$ cat src/include/midt_pkg.sv
// What this block does
// - Source registers mirror each sub-block's interrupt
// - Reading source registers clears nothing
// - Payload loop feeds elastic store to transmitter
// - Payload loop forces backplane receive PCM high
// - Line loop routes recovered pulses to attenuator
// - Digital loop routes attenuator pulses to recovery
// - Metallic loop routes sliced transmit pulses back
// - Mimic framing copies framing bit into bit 1
// - Transmit disable forces transmitter output low
// - Diagnostic bits clear on device reset
// - Hardware reset clears test bits except factory
// - Factory test bit ORed, cleared by chip select
// - Driver control gives bus enable to chip select
// - Board test holds sub-blocks in test mode
// - Pin tristate floats all pins except data bus
// - Bus tristate floats data bus, blocks reads, unless driver control is set
package midt_pkg;

  localparam int ADDR_W = 8;
  localparam int DATA_W = 8;
  localparam int IRQ_PRI_W = 7;
  localparam int IRQ_SEC_W = 6;

  localparam logic [ADDR_W-1:0] IRQ_SOURCE_PRIMARY_OFS   = 8'h08;
  localparam logic [ADDR_W-1:0] IRQ_SOURCE_SECONDARY_OFS = 8'h09;
  localparam logic [ADDR_W-1:0] DIAGNOSTIC_CONTROL_OFS   = 8'h0A;
  localparam logic [ADDR_W-1:0] TEST_CONTROL_OFS         = 8'h0B;

  // Primary source bit positions
  localparam int ALARM_IRQ_BIT       = 0;
  localparam int RX_BITCODE_IRQ_BIT  = 1;
  localparam int RX_DATALINK_IRQ_BIT = 2;
  localparam int ELASTIC_STORE_BIT   = 3;
  localparam int PULSE_DENSITY_BIT   = 4;
  localparam int FRAMER_IRQ_BIT      = 5;
  localparam int INBAND_CODE_BIT     = 6;

  // Secondary source bit positions
  localparam int CLOCK_DATA_REC_BIT  = 0;
  localparam int TX_DATALINK_BIT     = 1;
  localparam int TX_PULSE_GEN_BIT    = 2;
  localparam int RX_SLC_IRQ_BIT      = 3;
  localparam int TX_DENSITY_BIT      = 4;
  localparam int JITTER_ATTEN_BIT    = 5;

  // Diagnostic control bit positions
  localparam int TRANSMIT_DISABLE_BIT = 0;
  localparam int MIMIC_FRAMING_BIT    = 1;
  localparam int DIGITAL_LOOP_BIT     = 2;
  localparam int METALLIC_LOOP_BIT    = 3;
  localparam int LINE_LOOP_BIT        = 4;
  localparam int PAYLOAD_LOOP_BIT     = 5;

  // Test control bit positions
  localparam int PINS_TRISTATE_BIT  = 0;
  localparam int BUS_TRISTATE_BIT   = 1;
  localparam int BOARD_TEST_BIT     = 2;
  localparam int BUS_DRIVER_CS_BIT  = 3;
  localparam int FACTORY_TEST_BIT   = 4;

  localparam logic [5:0] DIAGNOSTIC_CONTROL_RST = 6'h00;
  localparam logic [3:0] TEST_CONTROL_RST       = 4'h0;
  localparam logic       FACTORY_TEST_RST       = 1'h0;

  // Readable bits of the test register: board test and pin tristate
  localparam logic [DATA_W-1:0] TEST_CONTROL_READ_MASK = 8'h05;

endpackage : midt_pkg

$ cat src/verilog/midt_tx_shaper.sv
`timescale 1ns/1ps
module midt_tx_shaper
  import midt_pkg::*;
(
  input  wire logic sys_clk,
  input  wire logic rst_n,
  input  wire logic tx_bit_in,
  input  wire logic framing_slot,
  input  wire logic bit1_slot,
  input  wire logic mimic_framing_en,
  input  wire logic transmit_disable,
  output logic      tx_bit_out
);

  logic framing_bit_q;
  logic framing_bit_d;
  logic shaped_bit;
  logic tx_bit_out_q;
  logic tx_bit_out_d;

  // Remember the framing bit of the current frame
  assign framing_bit_d = framing_slot ? tx_bit_in : framing_bit_q;

  // Bit 1 repeats the framing bit; a same-cycle framing slot is not possible
  assign shaped_bit = (mimic_framing_en && bit1_slot) ? framing_bit_q : tx_bit_in;

  assign tx_bit_out_d = transmit_disable ? 1'b0 : shaped_bit;

  always_ff @(posedge sys_clk)
  begin
    if (!rst_n)
    begin
      framing_bit_q <= 1'b0;
      tx_bit_out_q  <= 1'b0;
    end
    else
    begin
      framing_bit_q <= framing_bit_d;
      tx_bit_out_q  <= tx_bit_out_d;
    end
  end

  assign tx_bit_out = tx_bit_out_q;

endmodule : midt_tx_shaper

$ cat src/verilog/midt_regs.sv
`timescale 1ns/1ps
module midt_regs
  import midt_pkg::*;
(
  input  wire logic                         sys_clk,
  input  wire logic                         rst_n,
  input  wire logic                         soft_reset,
  // Microprocessor port
  input  wire logic                         chip_select_n,
  input  wire logic                         rd_n,
  input  wire logic                         wr_n,
  input  wire logic [midt_pkg::ADDR_W-1:0]  addr,
  input  wire logic [midt_pkg::DATA_W-1:0]  data_in,
  output logic      [midt_pkg::DATA_W-1:0]  data_out,
  output logic                              data_oe,
  output logic                              irq_out_n,
  // Sub-block interrupt requests
  input  wire logic                         inband_code_irq,
  input  wire logic                         framer_irq,
  input  wire logic                         pulse_density_irq,
  input  wire logic                         elastic_store_irq,
  input  wire logic                         rx_datalink_irq,
  input  wire logic                         rx_bitcode_irq,
  input  wire logic                         alarm_irq,
  input  wire logic                         jitter_attenuator_irq,
  input  wire logic                         tx_density_irq,
  input  wire logic                         rx_slc_irq,
  input  wire logic                         tx_pulse_generator_irq,
  input  wire logic                         tx_datalink_irq,
  input  wire logic                         clock_data_recovery_irq,
  // Payload path
  input  wire logic                         elastic_store_data,
  input  wire logic                         backplane_tx_data,
  output logic                              basic_transmitter_data,
  output logic                              backplane_rx_pcm,
  // Line path
  input  wire logic                         cdr_pos_out,
  input  wire logic                         cdr_neg_out,
  input  wire logic                         tx_line_pos,
  input  wire logic                         tx_line_neg,
  output logic                              ja_pos_in,
  output logic                              ja_neg_in,
  // Receive recovery inputs
  input  wire logic                         ja_rz_pos,
  input  wire logic                         ja_rz_neg,
  input  wire logic                         sliced_tx_pos,
  input  wire logic                         analog_tx_neg_sliced,
  input  wire logic                         rx_line_pos,
  input  wire logic                         rx_line_neg,
  output logic                              cdr_pos_in,
  output logic                              cdr_neg_in,
  // Basic transmitter output shaping
  input  wire logic                         tx_bit_in,
  input  wire logic                         framing_slot,
  input  wire logic                         bit1_slot,
  output logic                              tx_bit_out,
  // Test controls
  output logic                              test_access_en,
  output logic                              board_test_en,
  output logic                              pins_output_en,
  output logic                              payload_loop_en,
  output logic                              line_loop_en,
  output logic                              metallic_loop_en,
  output logic                              digital_loop_en
);

  import midt_pkg::*;

  function automatic logic addr_is(input logic [ADDR_W-1:0] a, input logic [ADDR_W-1:0] ofs);
    addr_is = (a == ofs);
  endfunction : addr_is

  logic [IRQ_PRI_W-1:0] irq_pri_in;
  logic [IRQ_SEC_W-1:0] irq_sec_in;
  logic [IRQ_PRI_W-1:0] irq_pri_q;
  logic [IRQ_SEC_W-1:0] irq_sec_q;
  logic                 irq_out_n_q;
  logic                 irq_out_n_d;

  logic [5:0]           diag_q;
  logic [5:0]           diag_d;
  logic [3:0]           test_q;
  logic [3:0]           test_d;
  logic                 factory_q;
  logic                 factory_d;

  logic                 wr_active;
  logic                 wr_active_q;
  logic                 wr_start;
  logic                 rd_active;
  logic                 hit_pri;
  logic                 hit_sec;
  logic                 hit_diag;
  logic                 hit_test;
  logic                 hit_any;
  logic [DATA_W-1:0]    rd_mux;
  logic [DATA_W-1:0]    test_read;

  logic [DATA_W-1:0]    data_out_q;
  logic                 data_oe_q;
  logic                 data_oe_d;

  logic                 bt_data_q;
  logic                 bt_data_d;
  logic                 rx_pcm_q;
  logic                 rx_pcm_d;
  logic                 ja_pos_q;
  logic                 ja_neg_q;
  logic                 ja_pos_d;
  logic                 ja_neg_d;
  logic                 cdr_pos_q;
  logic                 cdr_neg_q;
  logic                 cdr_pos_d;
  logic                 cdr_neg_d;
  logic                 test_access_q;
  logic                 board_test_q;
  logic                 board_test_d;
  logic                 pins_oe_q;

  // Interrupt request capture
  assign irq_pri_in[ALARM_IRQ_BIT]       = alarm_irq;
  assign irq_pri_in[RX_BITCODE_IRQ_BIT]  = rx_bitcode_irq;
  assign irq_pri_in[RX_DATALINK_IRQ_BIT] = rx_datalink_irq;
  assign irq_pri_in[ELASTIC_STORE_BIT]   = elastic_store_irq;
  assign irq_pri_in[PULSE_DENSITY_BIT]   = pulse_density_irq;
  assign irq_pri_in[FRAMER_IRQ_BIT]      = framer_irq;
  assign irq_pri_in[INBAND_CODE_BIT]     = inband_code_irq;

  assign irq_sec_in[CLOCK_DATA_REC_BIT]  = clock_data_recovery_irq;
  assign irq_sec_in[TX_DATALINK_BIT]     = tx_datalink_irq;
  assign irq_sec_in[TX_PULSE_GEN_BIT]    = tx_pulse_generator_irq;
  assign irq_sec_in[RX_SLC_IRQ_BIT]      = rx_slc_irq;
  assign irq_sec_in[TX_DENSITY_BIT]      = tx_density_irq;
  assign irq_sec_in[JITTER_ATTEN_BIT]    = jitter_attenuator_irq;

  // Source bits follow the sub-block level; a read never alters them
  genvar gi;
  generate
    for (gi = 0; gi < IRQ_PRI_W; gi++)
    begin : g_pri
      always_ff @(posedge sys_clk)
      begin
        if (!rst_n)
          irq_pri_q[gi] <= 1'b0;
        else
          irq_pri_q[gi] <= irq_pri_in[gi];
      end
    end
    for (gi = 0; gi < IRQ_SEC_W; gi++)
    begin : g_sec
      always_ff @(posedge sys_clk)
      begin
        if (!rst_n)
          irq_sec_q[gi] <= 1'b0;
        else
          irq_sec_q[gi] <= irq_sec_in[gi];
      end
    end
  endgenerate

  assign irq_out_n_d = ~(|irq_pri_in | |irq_sec_in);

  // Port decode
  assign hit_pri   = addr_is(addr, IRQ_SOURCE_PRIMARY_OFS);
  assign hit_sec   = addr_is(addr, IRQ_SOURCE_SECONDARY_OFS);
  assign hit_diag  = addr_is(addr, DIAGNOSTIC_CONTROL_OFS);
  assign hit_test  = addr_is(addr, TEST_CONTROL_OFS);
  assign hit_any   = hit_pri | hit_sec | hit_diag | hit_test;
  assign wr_active = ~chip_select_n & ~wr_n;
  assign wr_start  = wr_active & ~wr_active_q;
  assign rd_active = ~chip_select_n & ~rd_n & wr_n;

  // Write-only test bits read back as zero
  assign test_read = {4'h0, test_q} & TEST_CONTROL_READ_MASK;

  assign rd_mux = hit_pri  ? {1'b0, irq_pri_q} :
                  hit_sec  ? {2'b00, irq_sec_q} :
                  hit_diag ? {2'b00, diag_q} :
                  hit_test ? test_read :
                             8'h00;

  // Diagnostic register: hardware or software reset clears it
  assign diag_d = (wr_start && hit_diag) ? data_in[5:0] : diag_q;

  // Test register survives software reset
  assign test_d = (wr_start && hit_test) ? data_in[3:0] : test_q;

  // Factory test: chip select high or a write of zero clears it; reset leaves it
  assign factory_d = chip_select_n ? 1'b0 :
                     (wr_start && hit_test) ? data_in[FACTORY_TEST_BIT] :
                     factory_q;

  // Bus drivers: chip select owns them under driver control
  assign data_oe_d = test_q[BUS_DRIVER_CS_BIT] ? chip_select_n :
                     (rd_active & hit_any & ~test_q[BUS_TRISTATE_BIT]);

  assign board_test_d = test_q[BOARD_TEST_BIT] | factory_q;

  // Payload loop datapath
  assign bt_data_d = diag_q[PAYLOAD_LOOP_BIT] ? elastic_store_data :
                     backplane_tx_data;
  assign rx_pcm_d  = diag_q[PAYLOAD_LOOP_BIT] ? 1'b1 : elastic_store_data;

  // Line loop datapath
  assign ja_pos_d = diag_q[LINE_LOOP_BIT] ? cdr_pos_out : tx_line_pos;
  assign ja_neg_d = diag_q[LINE_LOOP_BIT] ? cdr_neg_out : tx_line_neg;

  // Recovery inputs: digital loop takes precedence over metallic
  assign cdr_pos_d = diag_q[DIGITAL_LOOP_BIT]  ? ja_rz_pos :
                     diag_q[METALLIC_LOOP_BIT] ? sliced_tx_pos :
                                                 rx_line_pos;
  assign cdr_neg_d = diag_q[DIGITAL_LOOP_BIT]  ? ja_rz_neg :
                     diag_q[METALLIC_LOOP_BIT] ? analog_tx_neg_sliced :
                                                 rx_line_neg;

  always_ff @(posedge sys_clk)
  begin
    if (!rst_n || soft_reset)
      diag_q <= DIAGNOSTIC_CONTROL_RST;
    else
      diag_q <= diag_d;
  end

  always_ff @(posedge sys_clk)
  begin
    if (!rst_n)
      test_q <= TEST_CONTROL_RST;
    else
      test_q <= test_d;
  end

  always_ff @(posedge sys_clk)
  begin
    factory_q <= factory_d;
  end

  always_ff @(posedge sys_clk)
  begin
    if (!rst_n)
    begin
      wr_active_q <= 1'b0;
      data_out_q  <= 8'h00;
      data_oe_q   <= 1'b0;
      irq_out_n_q <= 1'b1;
    end
    else
    begin
      wr_active_q <= wr_active;
      data_out_q  <= rd_mux;
      data_oe_q   <= data_oe_d;
      irq_out_n_q <= irq_out_n_d;
    end
  end

  // Payload loop outputs
  always_ff @(posedge sys_clk)
  begin
    if (!rst_n)
    begin
      bt_data_q <= 1'b0;
      rx_pcm_q  <= 1'b1;
    end
    else
    begin
      bt_data_q <= bt_data_d;
      rx_pcm_q  <= rx_pcm_d;
    end
  end

  // Jitter attenuator inputs
  always_ff @(posedge sys_clk)
  begin
    if (!rst_n)
    begin
      ja_pos_q <= 1'b0;
      ja_neg_q <= 1'b0;
    end
    else
    begin
      ja_pos_q <= ja_pos_d;
      ja_neg_q <= ja_neg_d;
    end
  end

  // Clock recovery inputs
  always_ff @(posedge sys_clk)
  begin
    if (!rst_n)
    begin
      cdr_pos_q <= 1'b0;
      cdr_neg_q <= 1'b0;
    end
    else
    begin
      cdr_pos_q <= cdr_pos_d;
      cdr_neg_q <= cdr_neg_d;
    end
  end

  always_ff @(posedge sys_clk)
  begin
    if (!rst_n)
    begin
      test_access_q <= FACTORY_TEST_RST;
      board_test_q  <= 1'b0;
      pins_oe_q     <= 1'b1;
    end
    else
    begin
      test_access_q <= factory_q;
      board_test_q  <= board_test_d;
      pins_oe_q     <= ~test_q[PINS_TRISTATE_BIT];
    end
  end

  midt_tx_shaper u_tx_shaper (
    .sys_clk          (sys_clk),
    .rst_n            (rst_n),
    .tx_bit_in        (tx_bit_in),
    .framing_slot     (framing_slot),
    .bit1_slot        (bit1_slot),
    .mimic_framing_en (diag_q[MIMIC_FRAMING_BIT]),
    .transmit_disable (diag_q[TRANSMIT_DISABLE_BIT]),
    .tx_bit_out       (tx_bit_out)
  );

  assign data_out               = data_out_q;
  assign data_oe                = data_oe_q;
  assign irq_out_n              = irq_out_n_q;
  assign basic_transmitter_data = bt_data_q;
  assign backplane_rx_pcm       = rx_pcm_q;
  assign ja_pos_in              = ja_pos_q;
  assign ja_neg_in              = ja_neg_q;
  assign cdr_pos_in             = cdr_pos_q;
  assign cdr_neg_in             = cdr_neg_q;
  assign test_access_en         = test_access_q;
  assign board_test_en          = board_test_q;
  assign pins_output_en         = pins_oe_q;
  assign payload_loop_en        = diag_q[PAYLOAD_LOOP_BIT];
  assign line_loop_en           = diag_q[LINE_LOOP_BIT];
  assign metallic_loop_en       = diag_q[METALLIC_LOOP_BIT];
  assign digital_loop_en        = diag_q[DIGITAL_LOOP_BIT];

endmodule : midt_regs

$ cat config.mk
export PLATFORM = sky130hd
export DESIGN_NAME = midt_regs
export DESIGN_NICKNAME = d
export VERILOG_FILES = /design/src/include/midt_pkg.sv /design/src/verilog/midt_tx_shaper.sv /design/src/verilog/midt_regs.sv
export SDC_FILE = /design/constraint.sdc
export NUM_CORES = 1
export LEC_CHECK = 0
export ABC_AREA = 1
export BUFFER_PORTS_ARGS = -buffer_cell sky130_fd_sc_hd__buf_2
export CORE_MARGIN = 10
export CORE_UTILIZATION = 50
export DETAILED_ROUTE_END_ITERATION = 8
export PLACE_DENSITY = 0.87
export SLEW_MARGIN = 20
export SYNTH_ARGS = -nofsm -noshare
export SYNTH_HDL_FRONTEND = slang
export SYNTH_SLANG_ARGS = --single-unit
$ cat constraint.sdc
create_clock -name sys_clk -period 2.1 [get_ports sys_clk]
set_input_delay 0.315 -clock sys_clk [delete_from_list [all_inputs] [get_ports sys_clk]]
set_output_delay 0.315 -clock sys_clk [all_outputs]
set_load 0.05 [all_outputs]
Yosys cells after proc, flatten, opt, wreduce, memory -nomap -nowiden
Cells that the tools add are included.

Output and inout bits: 24. Logic and storage cells: 78. Input port bits: 50. Bits in registers: 46.

Bitwise logic cells: 19. Equality and inequality tests: 4. Reduce and logical (&&, ||, !) cells: 10. Mux-type cells: 13.

Operators by type and width (count): == test 8 x 4 -> 1 bit (second input constant) (4); two-way mux 6 bit (2); two-way mux 1 bit (9); inverter 1 bit (8); two-way mux 7 bit (1); OR reduction 7 bit (1); bitwise AND 1 bit (6); OR reduction 6 bit (1); bitwise OR 1 bit (5); OR reduction 2 bit (2); OR reduction 4 bit (1); logical AND 1 bit (3); two-way mux 3 bit (1); logical NOT 1 bit (1); logical OR 1 bit (1).

Logic depth before layout (Yosys ltp)
Gate-level depths: netlist of the first run.

Depth after elaboration: 7. Gate-level depth with buffers: 8. Mapped depth without buffers: 8.

Hierarchy
From an unflattened synthesis of the first run, not the netlist that was laid out.

Cells, all modules: 253. Area total of the unflattened synthesis: 1810.5 um2.

Modules (own cells, without submodules): midt_regs (cells each 239, area each 1722.9 um2, seq. area each 860.8 um2, instances 1); midt_tx_shaper (cells each 14, area each 87.6 um2, seq. area each 40.0 um2, instances 1).

Worst setup path after synthesis of the first run
OpenSTA, ideal clock, no wires.

Kind: input port to flip-flop. Start point: in addr[5] (netlist name). End point: reg data_out_q[0] (netlist: data_out[0]). Path buffers: 1. Stages on the path: 7. Data arrival time: 1.043 ns. Setup slack: 0.940 ns. Data required time: 1.983 ns. Library setup time: 0.117 ns. Cells stage by stage: nor2_1 -> nand2_1 -> inv_1 -> buf_4 -> nand3_2 -> o21ai_0 -> nor2_1.

Longest elaborated chain between the ends: 5. Elaborated cells on any way between the ends: 8. Those cells by class: eq/ne: 4; mux: 4.

Ends and longest elaborated chain: start: declaration (RTL line midt_regs.sv:12) `input wire logic [midt_pkg::ADDR_W-1:0] addr,`; == test 8 x 4 -> 1 bit (RTL line midt_regs.sv:70) `addr_is = (a == ofs);`; two-way mux 3 bit (RTL line midt_regs.sv:179) `hit_test ? test_read :`; two-way mux 6 bit (RTL line midt_regs.sv:178) `hit_diag ? {2'b00, diag_q} :`; two-way mux 6 bit (RTL line midt_regs.sv:177) `hit_sec ? {2'b00, irq_sec_q} :`; two-way mux 7 bit (*) (RTL line midt_regs.sv:176) `assign rd_mux = hit_pri ? {1'b0, irq_pri_q} :`; end signal: assignment (RTL line midt_regs.sv:249) `data_out_q <= rd_mux;`; end: declaration (RTL line midt_regs.sv:99) `logic [DATA_W-1:0] data_out_q;`.

Every way passes the cells marked *; elsewhere a longest branch is shown, timed or not. A chain may end at the register's enable or synchronous reset.

Worst setup path in the final report of the first run
Start point: reg diag_q[5]. End point: out payload_loop_en.

RTL lines: start: declaration (RTL line midt_regs.sv:80) `logic [5:0] diag_q;`; start signal: assignment (RTL line midt_regs.sv:221) `diag_q <= diag_d;`; end: declaration (RTL line midt_regs.sv:61) `output logic payload_loop_en,`.

No word-level cell between the ends.

==> summary.md, run 1 <==
| Metric | Value |
|---|---|
| Setup TNS | 0 ns |
| Flop and latch count out of synthesis | 45 |
| Initial antenna violation count | 0 |
| Top cell type's share of synthesized area | 50.5% |
| Final design utilization | 65.5% |
| DR vias | 1,637 |
| Total gr overflow | 0 |
| Ys flop type | dfxtp_1 |
| Sequential area share after synthesis | 50.5% |
| Drt wl/cell | 11.3 µm |
| CP endpoint kind | primary output |
| Drt via density | 4.52 |
| Clock Sinks | 45 |
| Die H | 79.7 µm |
| Fin crit period | 1.40 ns |
| Worst reg2reg path depth | 4 |
| CP arrival | 1.08 ns |
| Antenna Cells | 0 |
| Drt first pass iters | 4 |
| Buf/Inv on CP | 1 |
| Clock Latency Late Sink | 0.35 ns |
| Synthesis warning total | 0 |
| DR iter-0 viols | 93 |
| Top post-synthesis cells by area | dfxtp_1 50%, nand2_1 12%, inv_1 8.6% |
| Fin. max-slew vios | 0 |
| Unrepaired setup endpoints after global routing | no |
| Vias in the first global route | 1,561 |
| Max VDD drop | 323 µV |
| DRC errors left | 0 |
| WS Path Type | reg2out |
| Routed Antenna Nets | 0 |
| First-pass GRT wire length | 6790 µm |
| Synthesized netlist cell count | 244 |
| Largest net degree at the start of global routing | 31 |
| Clock skew | 0.00850 ns |
| Worst hold-check path type | in2reg |
| Synth Net Count | 294 |
| Initial Util | 52.6% |
| Synth Area in XOR/XNOR | 0% |
| Top-Level Pins | 74 |
| Synth Area in Adders | 0% |
| Die ar. | 6360 µm² |
| Async set-reset flop share out of synthesis | 0% |
| CTS buffer count | 5 |
| CP max stage delay | 0.43 ns |
| Distinct cells, synth | 22 |
| Port buffer count | 70 |
| # H-tree levels | 2 |
| Largest family of logic cells by synthesized area | simple AND/OR/NAND/NOR gates |
| Max clock buf depth | 2 |
| Simple-gate share of the synthesized area | 31.5% |
| CTS tree | yes |
| Fraction of final layout cells sized beyond drive strength 1 | 26.9% |
| Compound-cell area share of the yosys netlist | 6.59% |
| Avg Cell Area, Syn | 7.31 µm² |
| Critical-path maximum fanout | 5 |
| Hpwl dp | 3270 µm |
| Max-cap violations | 0 |
| Crit path max-delay family | flip-flops |
| Slowest-stage cell, CP | dfxtp_1 |
| Layout Nets | 366 |
| Status | finished, final reports clean |
| Final period util | 66.6% |
| Pwr per Cell Area | 651 nW/µm² |
| Post-synth top area cell | dfxtp_1 |
| Crit path depth | 1 |
| Multiplexer area fraction after synthesis | 0% |
| Core Area | 3390 µm² |
| Routability Congestion | 0.859 |
| Area growth syn-to-layout | 24.4% |
| Worst Hold Depth | 2 |
| Clock-pin transition on the worst setup and hold timing paths | 0.11 ns |
| Postcts setup bufs | 0 |
| Leakage | 1.27 nW |
| Final hold violations | 0 |
| Cell area after synthesis | 1780 µm² |
| Final setup fails | 0 |
| Post-synth EDFFs | 0 |
| CTS resizes | 0 |
| Peak Freq | 715 MHz |
| Critical path, cell by cell | buf_2 |
| DIE WIDTH | 79.7 µm |
| Crit path required time | 1.78 ns |
| Crit start category | flop |
| Hold Buf Count CTS | 0 |
| Root Driver | clkbuf_4 |
| Routed WL | 4090 µm |
| Number of fill cells in the layout | 317 |
| GRT Overall Usage | 13.2% |
| Row count | 21 |
[logic make-up after synthesis]
kind of cell,count (synthesis)
simple gates,127
other cells,1
buf+inv,49
flops,45
compound gates,22
[power by group]
group | switching (mW) | internal (mW)
clock | 0.245 | 0.158
sequential | 0.00616 | 0.877
combinational | 0.100 | 0.0575
[layout by cell type, fill, tap and decap left out, drive strengths merged, types with 2 or more instances in the layout]
| cell type | instances |
|---|---|
| buf | 72 |
| nand2 | 57 |
| dfxtp | 45 |
| inv | 42 |
| nor2 | 35 |
| nand3 | 26 |
| a21oi | 10 |
| o21ai | 9 |
| clkbuf | 7 |
| nor3 | 5 |
| nand4 | 3 |
| o211ai | 2 |
[cell type report]
class                           count  area (µm²)  share of cell area (%)
Timing Repair Buffer               72         365                    16.5
Multi-Input combinational cell    150         683                    30.8
Inverter                           42         158                    7.10
Clock buffer                        7        55.1                    2.48
Tap cell                           46        57.6                    2.59
Sequential cell                    45         901                    40.6
[final timing paths]
check	startpoint	endpoint	slack [ns]
worst max-delay path	diag_q[5]$_SDFFE_PP0P_	payload_loop_en	0.70
worst min-delay path	framing_slot	u_tx_shaper.framing_bit_q$_SDFFE_PN0P_	0.13
worst max register to register	wr_active_q$_SDFF_PN0_	diag_q[5]$_SDFFE_PP0P_	0.87
worst min register to register	irq_pri_q[6]$_SDFF_PN0_	data_out[6]$_SDFF_PN0_	0.44
[routing by layer]
metal / GRT usage (%) / vias to the layer above / routed length, µm
li1: - / 895 / -
met1: 14.6 / 676 / 1750
met2: 19.8 / 60 / 1770
met3: 7.88 / 6 / 497
met4: 6.16 / 0 / 74
met5: 0 / - / 0
[metrics by stage]
| stage | setup slack [ns] | power [mW] | hold WS (ns) | std cells | instance area, µm² |
|---|---|---|---|---|---|
| after global placement | 0.628 | 1.06 | 0.403 | 355 | 2160 |
| after detailed placement | 0.589 | 1.06 | 0.409 | 355 | 2160 |
| final | 0.702 | 1.44 | 0.135 | 362 | 2220 |
| after CTS | 0.683 | 1.46 | 0.119 | 362 | 2220 |
| after floorplan | 0.940 | 0.992 | 0.372 | 244 | 1780 |
| after global routing | 0.614 | 1.51 | 0.121 | 362 | 2220 |
[cell usage after synthesis (2+ instances only)]
| library cell | count |
|---|---|
| nand2_1 | 57 |
| dfxtp_1 | 45 |
| inv_1 | 41 |
| nor2_1 | 33 |
| nand3_1 | 23 |
| a21oi_1 | 10 |
| o21ai_0 | 9 |
| nor3_1 | 4 |
| clkbuf_1 | 3 |
| nand3_2 | 3 |
| nand4_1 | 3 |
| buf_4 | 2 |
| o211ai_1 | 2 |
[flip-flops by register name (all words and copies together) (netlist names), 4 cells and up]
register,cells
data_out,7
irq_pri_q,7
diag_q,6
irq_sec_q,6
test_q,4
Note: power is estimated with default switching activity, not from simulation.
==> run 2, diff against run 1 <==
--- a/config.mk
+++ b/config.mk
@@ -8,9 +8,9 @@
 export ABC_AREA = 1
 export BUFFER_PORTS_ARGS = -buffer_cell sky130_fd_sc_hd__buf_2
 export CORE_MARGIN = 10
-export CORE_UTILIZATION = 50
+export CORE_UTILIZATION = 47
 export DETAILED_ROUTE_END_ITERATION = 8
-export PLACE_DENSITY = 0.87
+export PLACE_DENSITY = 0.82
 export SLEW_MARGIN = 20
 export SYNTH_ARGS = -nofsm -noshare
 export SYNTH_HDL_FRONTEND = slang
==> constraint.sdc (replaced) <==
create_clock -name sys_clk -period 1.45 [get_ports sys_clk]
set_input_delay 0.2175 -clock sys_clk [delete_from_list [all_inputs] [get_ports sys_clk]]
set_output_delay 0.2175 -clock sys_clk [all_outputs]
set_load 0.05 [all_outputs]
==> summary.md, run 2 (same netlist as run 1, synthesis figures left out) <==
| Metric | Value |
|---|---|
| Status | finished, final reports clean |
| Crit path max-delay family | flip-flops |
| Worst hold-check path type | in2reg |
| Row count | 22 (+4.8%) |
| Drt first pass iters | 4 (unchanged) |
| DRC errors left | 0 (unchanged) |
| Port buffer count | 70 (unchanged) |
| Clock skew | 0.00181 ns (-0.00669 ns) |
| Antenna Cells | 0 (unchanged) |
| Pwr per Cell Area | 1020 nW/µm² (+57%) |
| Initial antenna violation count | 0 (unchanged) |
| GRT Overall Usage | 13.5% (+0.29 points) |
| Hold Buf Count CTS | 0 (unchanged) |
| Layout Nets | 368 (+0.55%) |
| WS Path Type | reg2out |
| Drt wl/cell | 11.8 µm (+4.7%) |
| Root Driver | clkbuf_8 |
| CTS resizes | 0 (unchanged) |
| Most common cell after layout, fill and taps aside | buf_2 |
| Postcts setup bufs | 0 (unchanged) |
| CTS tree | yes |
| DP Worst Slack | 0.0753 ns (-0.514 ns) |
| Final hold violations | 0 (unchanged) |
| Fin crit period | 1.23 ns |
| Routed Antenna Nets | 0 (unchanged) |
| Critical-path maximum fanout | 5 (unchanged) |
| Routed WL | 4340 µm (+6.1%) |
| Vias in the first global route | 1,713 (+9.7%) |
| Clock-pin transition on the worst setup and hold timing paths | 0.07 ns (-0.04 ns) |
| Max VDD drop | 603 µV (+87%) |
| Unrepaired setup endpoints after global routing | no |
| Routability Congestion | 0.818 (-4.7%) |
| DIE WIDTH | 81.6 µm (+2.4%) |
| Critical path, cell by cell | buf_2 |
| Leakage | 1.30 nW (+2.6%) |
| Area growth syn-to-layout | 28.0% |
| Max-cap violations | 0 (unchanged) |
| Die H | 81.6 µm (+2.4%) |
| Final setup fails | 0 (unchanged) |
| CP max stage delay | 0.42 ns (about the same) |
| CTS buffer count | 5 (unchanged) |
| Peak Freq | 815 MHz |
| Clock Latency Late Sink | 0.29 ns (-0.06 ns) |
| Final period util | 84.7% |
| Crit start category | flop |
| Largest net degree at the start of global routing | 22 (-29%) |
| Hpwl dp | 3460 µm (+5.8%) |
| Total gr overflow | 0 (unchanged) |
| Slowest-stage cell, CP | dfxtp_1 |
| Die ar. | 6660 µm² (+4.8%) |
| Core Area | 3660 µm² (+8.0%) |
| Most frequent cells in the layout | 70 x buf_2, 57 x nand2_1, 45 x dfxtp_1 |
| Setup TNS | 0 ns (unchanged) |
| DR vias | 1,703 (+4.0%) |
| Buf/Inv on CP | 1 (unchanged) |
| CP arrival | 1.01 ns (-0.07 ns) |
| Number of fill cells in the layout | 350 (+10%) |
| Fin. max-slew vios | 0 (unchanged) |
| Initial Util | 48.7% (-3.9 points) |
| Fraction of final layout cells sized beyond drive strength 1 | 27.9% (+1.0 points) |
| Clock Sinks | 45 (unchanged) |
| CP endpoint kind | primary output |
| Drt via density | 4.64 (+2.6%) |
| # H-tree levels | 2 (unchanged) |
| Max clock buf depth | 2 (unchanged) |
| First-pass GRT wire length | 7210 µm (+6.2%) |
| Crit path required time | 1.23 ns (-0.55 ns) |
| Setup ws final | 0.222 ns (-0.480 ns) |
| Top-Level Pins | 74 (unchanged) |
| DR iter-0 viols | 115 (+24%) |
-- run 2: layout make-up --
cell class	count	area (µm²)	share of cell area [%]
Timing Repair Buffer	74	380	16.7
Clock buffer	7	96.3	4.22
Tap cell	48	60.1	2.63
Inverter	42	158	6.90
Multi-Input combinational cell	150	683	29.9
Clock inverter	1	5.00	0.219
Sequential cell	45	901	39.5
-- run 2: metrics by stage --
| step | power, mW | area [µm²] | hold slack (ns) | std cells | utilization, % |
|---|---|---|---|---|---|
| 2_1_floorplan | 1.44 | 1780 | 0.287 | 244 | - |
| 3_3_place_gp | 1.54 | 2180 | 0.399 | 359 | 59.6 |
| 3_5_place_dp | 1.54 | 2180 | 0.397 | 359 | 59.6 |
| 4_1_cts | 2.35 | 2280 | 0.103 | 367 | 62.4 |
| 5_1_grt | 2.43 | 2280 | 0.111 | 367 | 62.4 |
| 6_report | 2.33 | 2280 | 0.110 | 367 | 62.4 |
-- run 2: routing by layer --
metal  part of all wire, %  GRT usage, %  up-vias
met5                     0             0        -
met4                   2.9          6.63        0
met3                   9.7          5.24       11
met2                    45          22.3       59
met1                    42          14.9      736
li1                      -             -      897
-- run 2: worst register-to-register path: stages, from the launching register on --
cell and delay (ns):
dfxtp_1 0.33, nor3_4 0.22, nand3_2 0.26, o21ai_0 0.22, nor2_1 0.05
-- run 2: where the power goes --
group / leakage (nW) / switching, mW / total (mW) / internal (mW)
registers: 0.369 / 0.00828 / 1.28 / 1.27
clock network: 0.0542 / 0.387 / 0.817 / 0.430
logic: 0.880 / 0.149 / 0.234 / 0.0851
total: 1.30 / 0.544 / 2.33 / 1.78
-- run 2: path summary, 6_finish.rpt --
kind	slack, ns	start	depth (start not counted)	to
setup / recovery	0.22	diag_q[3]$_SDFFE_PP0P_	1	metallic_loop_en
hold reg to reg	0.42	test_q[0]$_SDFFE_PN0P_	1	pins_output_en$_SDFF_PN1_
hold / removal	0.11	framing_slot	2	u_tx_shaper.framing_bit_q$_SDFFE_PN0P_
setup reg to reg	0.27	wr_active_q$_SDFF_PN0_	4	diag_q[5]$_SDFFE_PP0P_
==> run 3, diff against run 2 <==
--- a/config.mk
+++ b/config.mk
@@ -5,12 +5,12 @@
 export SDC_FILE = /design/constraint.sdc
 export NUM_CORES = 1
 export LEC_CHECK = 0
-export ABC_AREA = 1
+export ABC_AREA = 0
 export BUFFER_PORTS_ARGS = -buffer_cell sky130_fd_sc_hd__buf_2
 export CORE_MARGIN = 10
-export CORE_UTILIZATION = 47
+export CORE_UTILIZATION = 42
 export DETAILED_ROUTE_END_ITERATION = 8
-export PLACE_DENSITY = 0.82
+export PLACE_DENSITY = 0.79
 export SLEW_MARGIN = 20
 export SYNTH_ARGS = -nofsm -noshare
 export SYNTH_HDL_FRONTEND = slang
==> constraint.sdc (replaced) <==
create_clock -name sys_clk -period 1.05 [get_ports sys_clk]
set_input_delay 0.1575 -clock sys_clk [delete_from_list [all_inputs] [get_ports sys_clk]]
set_output_delay 0.1575 -clock sys_clk [all_outputs]
set_load 0.05 [all_outputs]
==> summary.md, run 3 <==
| Metric | Value |
|---|---|
| DIE WIDTH | 84.0 µm (+2.9%) |
| Top cell type's share of synthesized area | 52.4% (+1.9 points) |
| Max-cap violations | 0 (unchanged) |
| Most common cell after layout, fill and taps aside | buf_2 |
| Port buffer count | 70 (unchanged) |
| Area growth syn-to-layout | 45.3% |
| Sequential power share | 51.8% (-3.1 points) |
| Async set-reset flop share out of synthesis | 0% (unchanged) |
| Worst reg2reg path depth | 4 (unchanged) |
| Final period util | 136% |
| Sequential area share after synthesis | 52.4% (+1.9 points) |
| Largest net degree at the start of global routing | 23 (+4.5%) |
| Comb pwr share | 11.0% (+1.0 points) |
| Clock Power Share | 37.2% (+2.1 points) |
| Synth Net Count | 212 (-28%) |
| CP arrival | 1.66 ns (+0.65 ns) |
| Fraction of final layout cells sized beyond drive strength 1 | 49.6% (+22 points) |
| Tot Pwr | 3.39 mW (+46%) |
| Max clock buf depth | 2 (unchanged) |
| Pwr per Cell Area | 1360 nW/µm² (+33%) |
| Final setup fails | 19 (+19) |
| Setup TNS | -5.58 ns (-5.58 ns) |
| Clock-pin transition on the worst setup and hold timing paths | 0.08 ns (about the same) |
| DP Worst Slack | -0.586 ns (-0.662 ns) |
| Setup ws final | -0.382 ns (-0.604 ns) |
| Synth cell count leaders | 45 x dfxtp_1, 30 x nand2_1, 18 x mux2i_1 |
| Clock skew | 0.00411 ns (+0.00230 ns) |
| Routability Congestion | 0.775 (-5.3%) |
| Critical-path maximum fanout | 5 (unchanged) |
| Worst hold-check path type | in2reg |
| Cell area after synthesis | 1720 µm² (-3.7%) |
| # H-tree levels | 2 (unchanged) |
| Routed Antenna Nets | 0 (unchanged) |
| Top-Level Pins | 74 (unchanged) |
| Post-synth top area cell | dfxtp_1 |
| Vias in the first global route | 1,555 (-9.2%) |
| Total gr overflow | 0 (unchanged) |
| WHS | 0.0579 ns (-0.0521 ns) |
| DR vias | 1,429 (-16%) |
| Avg Cell Area, Syn | 10.6 µm² (+45%) |
| Max VDD drop | 761 µV (+26%) |
| Switching Power | 0.799 mW (+47%) |
| Final hold violations | 0 (unchanged) |
| Fin crit period | 1.43 ns |
| Top post-synthesis cells by area | dfxtp_1 52%, mux2i_1 10%, nand2_1 6.6% |
| Die ar. | 7050 µm² (+5.8%) |
| CTS tree | yes |
| DR iter-0 viols | 108 (-6.1%) |
| Min-Delay Startpoint | elastic_store_data |
| Peak Freq | 699 MHz |
| Distinct cells, synth | 25 (+14%) |
| Drt wl/cell | 15.7 µm (+32%) |
| Synthesis warning total | 0 (unchanged) |
| Pint | 2.59 mW (+45%) |
| Layout Nets | 299 (-19%) |
| Crit path required time | 1.28 ns (+0.05 ns) |
| Most frequent cells in the layout | 48 x buf_2, 40 x dfxtp_1, 30 x nand2_1 |
| Root Driver | clkbuf_8 |
| Routed WL | 4700 µm (+8.2%) |
| Core Area | 3970 µm² (+8.5%) |
| R2R Path Start | wr_active_q$_SDFF_PN0_ |
| Drt via density | 4.76 (+2.7%) |
| Unrepaired setup endpoints after global routing | yes |
| Hpwl dp | 3480 µm (+0.59%) |
| Synthesized netlist cell count | 162 (-34%) |
| CTS buffer count | 5 (unchanged) |
| Row count | 23 (+4.5%) |
| Ys flop type | dfxtp_1 |
| Die H | 84.0 µm (+2.9%) |
| DRC errors left | 0 (unchanged) |
| Antenna Cells | 0 (unchanged) |
| Fin. max-slew vios | 0 (unchanged) |
| Clock Sinks | 45 (unchanged) |
| CP endpoint kind | flop |
| R2R Path End | test_q[0]$_SDFFE_PN0P_ |
| Failing checks | negative setup slack |
| Leakage | 1.08 nW (-17%) |
| WS Path Type | reg2reg |
| Initial Util | 43.3% (-5.5 points) |
| Clock Latency Late Sink | 0.30 ns (about the same) |
| Initial antenna violation count | 0 (unchanged) |
| First-pass GRT wire length | 7420 µm (+2.9%) |
| Most frequent cell after synthesis | dfxtp_1 |
| Status | finished, violations left |
| Sw frac | 23.5% (+0.18 points) |
| Post-synth EDFFs | 0 (unchanged) |
| Setup crit start | wr_active_q$_SDFF_PN0_ |
| Hold Buf Count CTS | 0 (unchanged) |
| Flop and latch count out of synthesis | 45 (unchanged) |
| Reg-to-reg slack, setup | -0.38 ns (-0.65 ns) |
| GRT Overall Usage | 13.2% (-0.27 points) |
| Crit start category | flop |
| CP Capture Point | test_q[0]$_SDFFE_PN0P_ |
| Drt first pass iters | 4 (unchanged) |
-- run 3: area by class of cell --
type / count / area, µm²
fill: 321 / 1480
sequential: 45 / 915
multi-input combinational: 107 / 807
timing repair buffer: 88 / 589
clock buffer: 7 / 108
tap: 50 / 62.6
clock inverter: 1 / 7.51
inverter: 2 / 7.51
-- run 3: what timing repair did --
action                                  CTS  global route
pin swaps                                 5             3
setup buffers                             2             0
gates cloned                              0             0
endpoints found under the setup margin   23            40
gates resized for setup                  23            25
-- run 3: per-stage QoR --
step           util [%]  cells  instance area, µm²
5_1_grt            62.9    300                2500
3_5_place_dp       55.8    290                2220
2_1_floorplan         -    162                1730
4_1_cts            61.2    300                2430
6_report           62.9    300                2500
3_3_place_gp       55.8    290                2220
-- run 3: cells by family after synthesis --
kind of cell / after synthesis / synth area share [%]
compound gates: 6 / 2.04
buf+inv: 10 / 3.28
flops: 45 / 52.4
mux: 26 / 17.0
other cells: 1 / 0.218
simple gates: 74 / 25.0
-- run 3: how the worst min path moves through the flow --
stage	cells after the start	slack (ns)	end
final	2	0.06	backplane_rx_pcm$_SDFF_PP1_
after global routing	2	0.05	irq_pri_q[1]$_SDFF_PN0_
after CTS	2	0.06	backplane_rx_pcm$_SDFF_PP1_
after detailed placement	2	0.37	backplane_rx_pcm$_SDFF_PP1_
after global placement	2	0.36	backplane_rx_pcm$_SDFF_PP1_
after floorplan	1	0.23	wr_active_q$_SDFF_PN0_
-- run 3: worst max-delay path, stage by stage, from the launching register on --
cell	delay (ns)
dfxtp_1	0.31
or4b_4	0.52
nor4_4	0.16
buf_6	0.17
mux2i_1	0.20
-- run 3: power by group through the flow --
stage / registers, mW / logic [mW] / clock network [mW]
5_1_grt: 1.76 / 0.406 / 1.37
2_1_floorplan: 1.86 / 0.141 / 0
3_3_place_gp: 1.80 / 0.349 / 0
3_5_place_dp: 1.80 / 0.356 / 0
6_report: 1.76 / 0.373 / 1.26
4_1_cts: 1.76 / 0.364 / 1.29
-- run 3: routing by layer --
layer / vias to the layer above / wire length [µm] / track usage [%] / share of wire (%)
li1: 712 / - / - / -
met1: 654 / 1900 / 14.0 / 40
met2: 54 / 2290 / 21.4 / 49
met3: 9 / 385 / 5.76 / 8.2
met4: 0 / 133 / 7.46 / 2.8
met5: - / 0 / 0 / 0
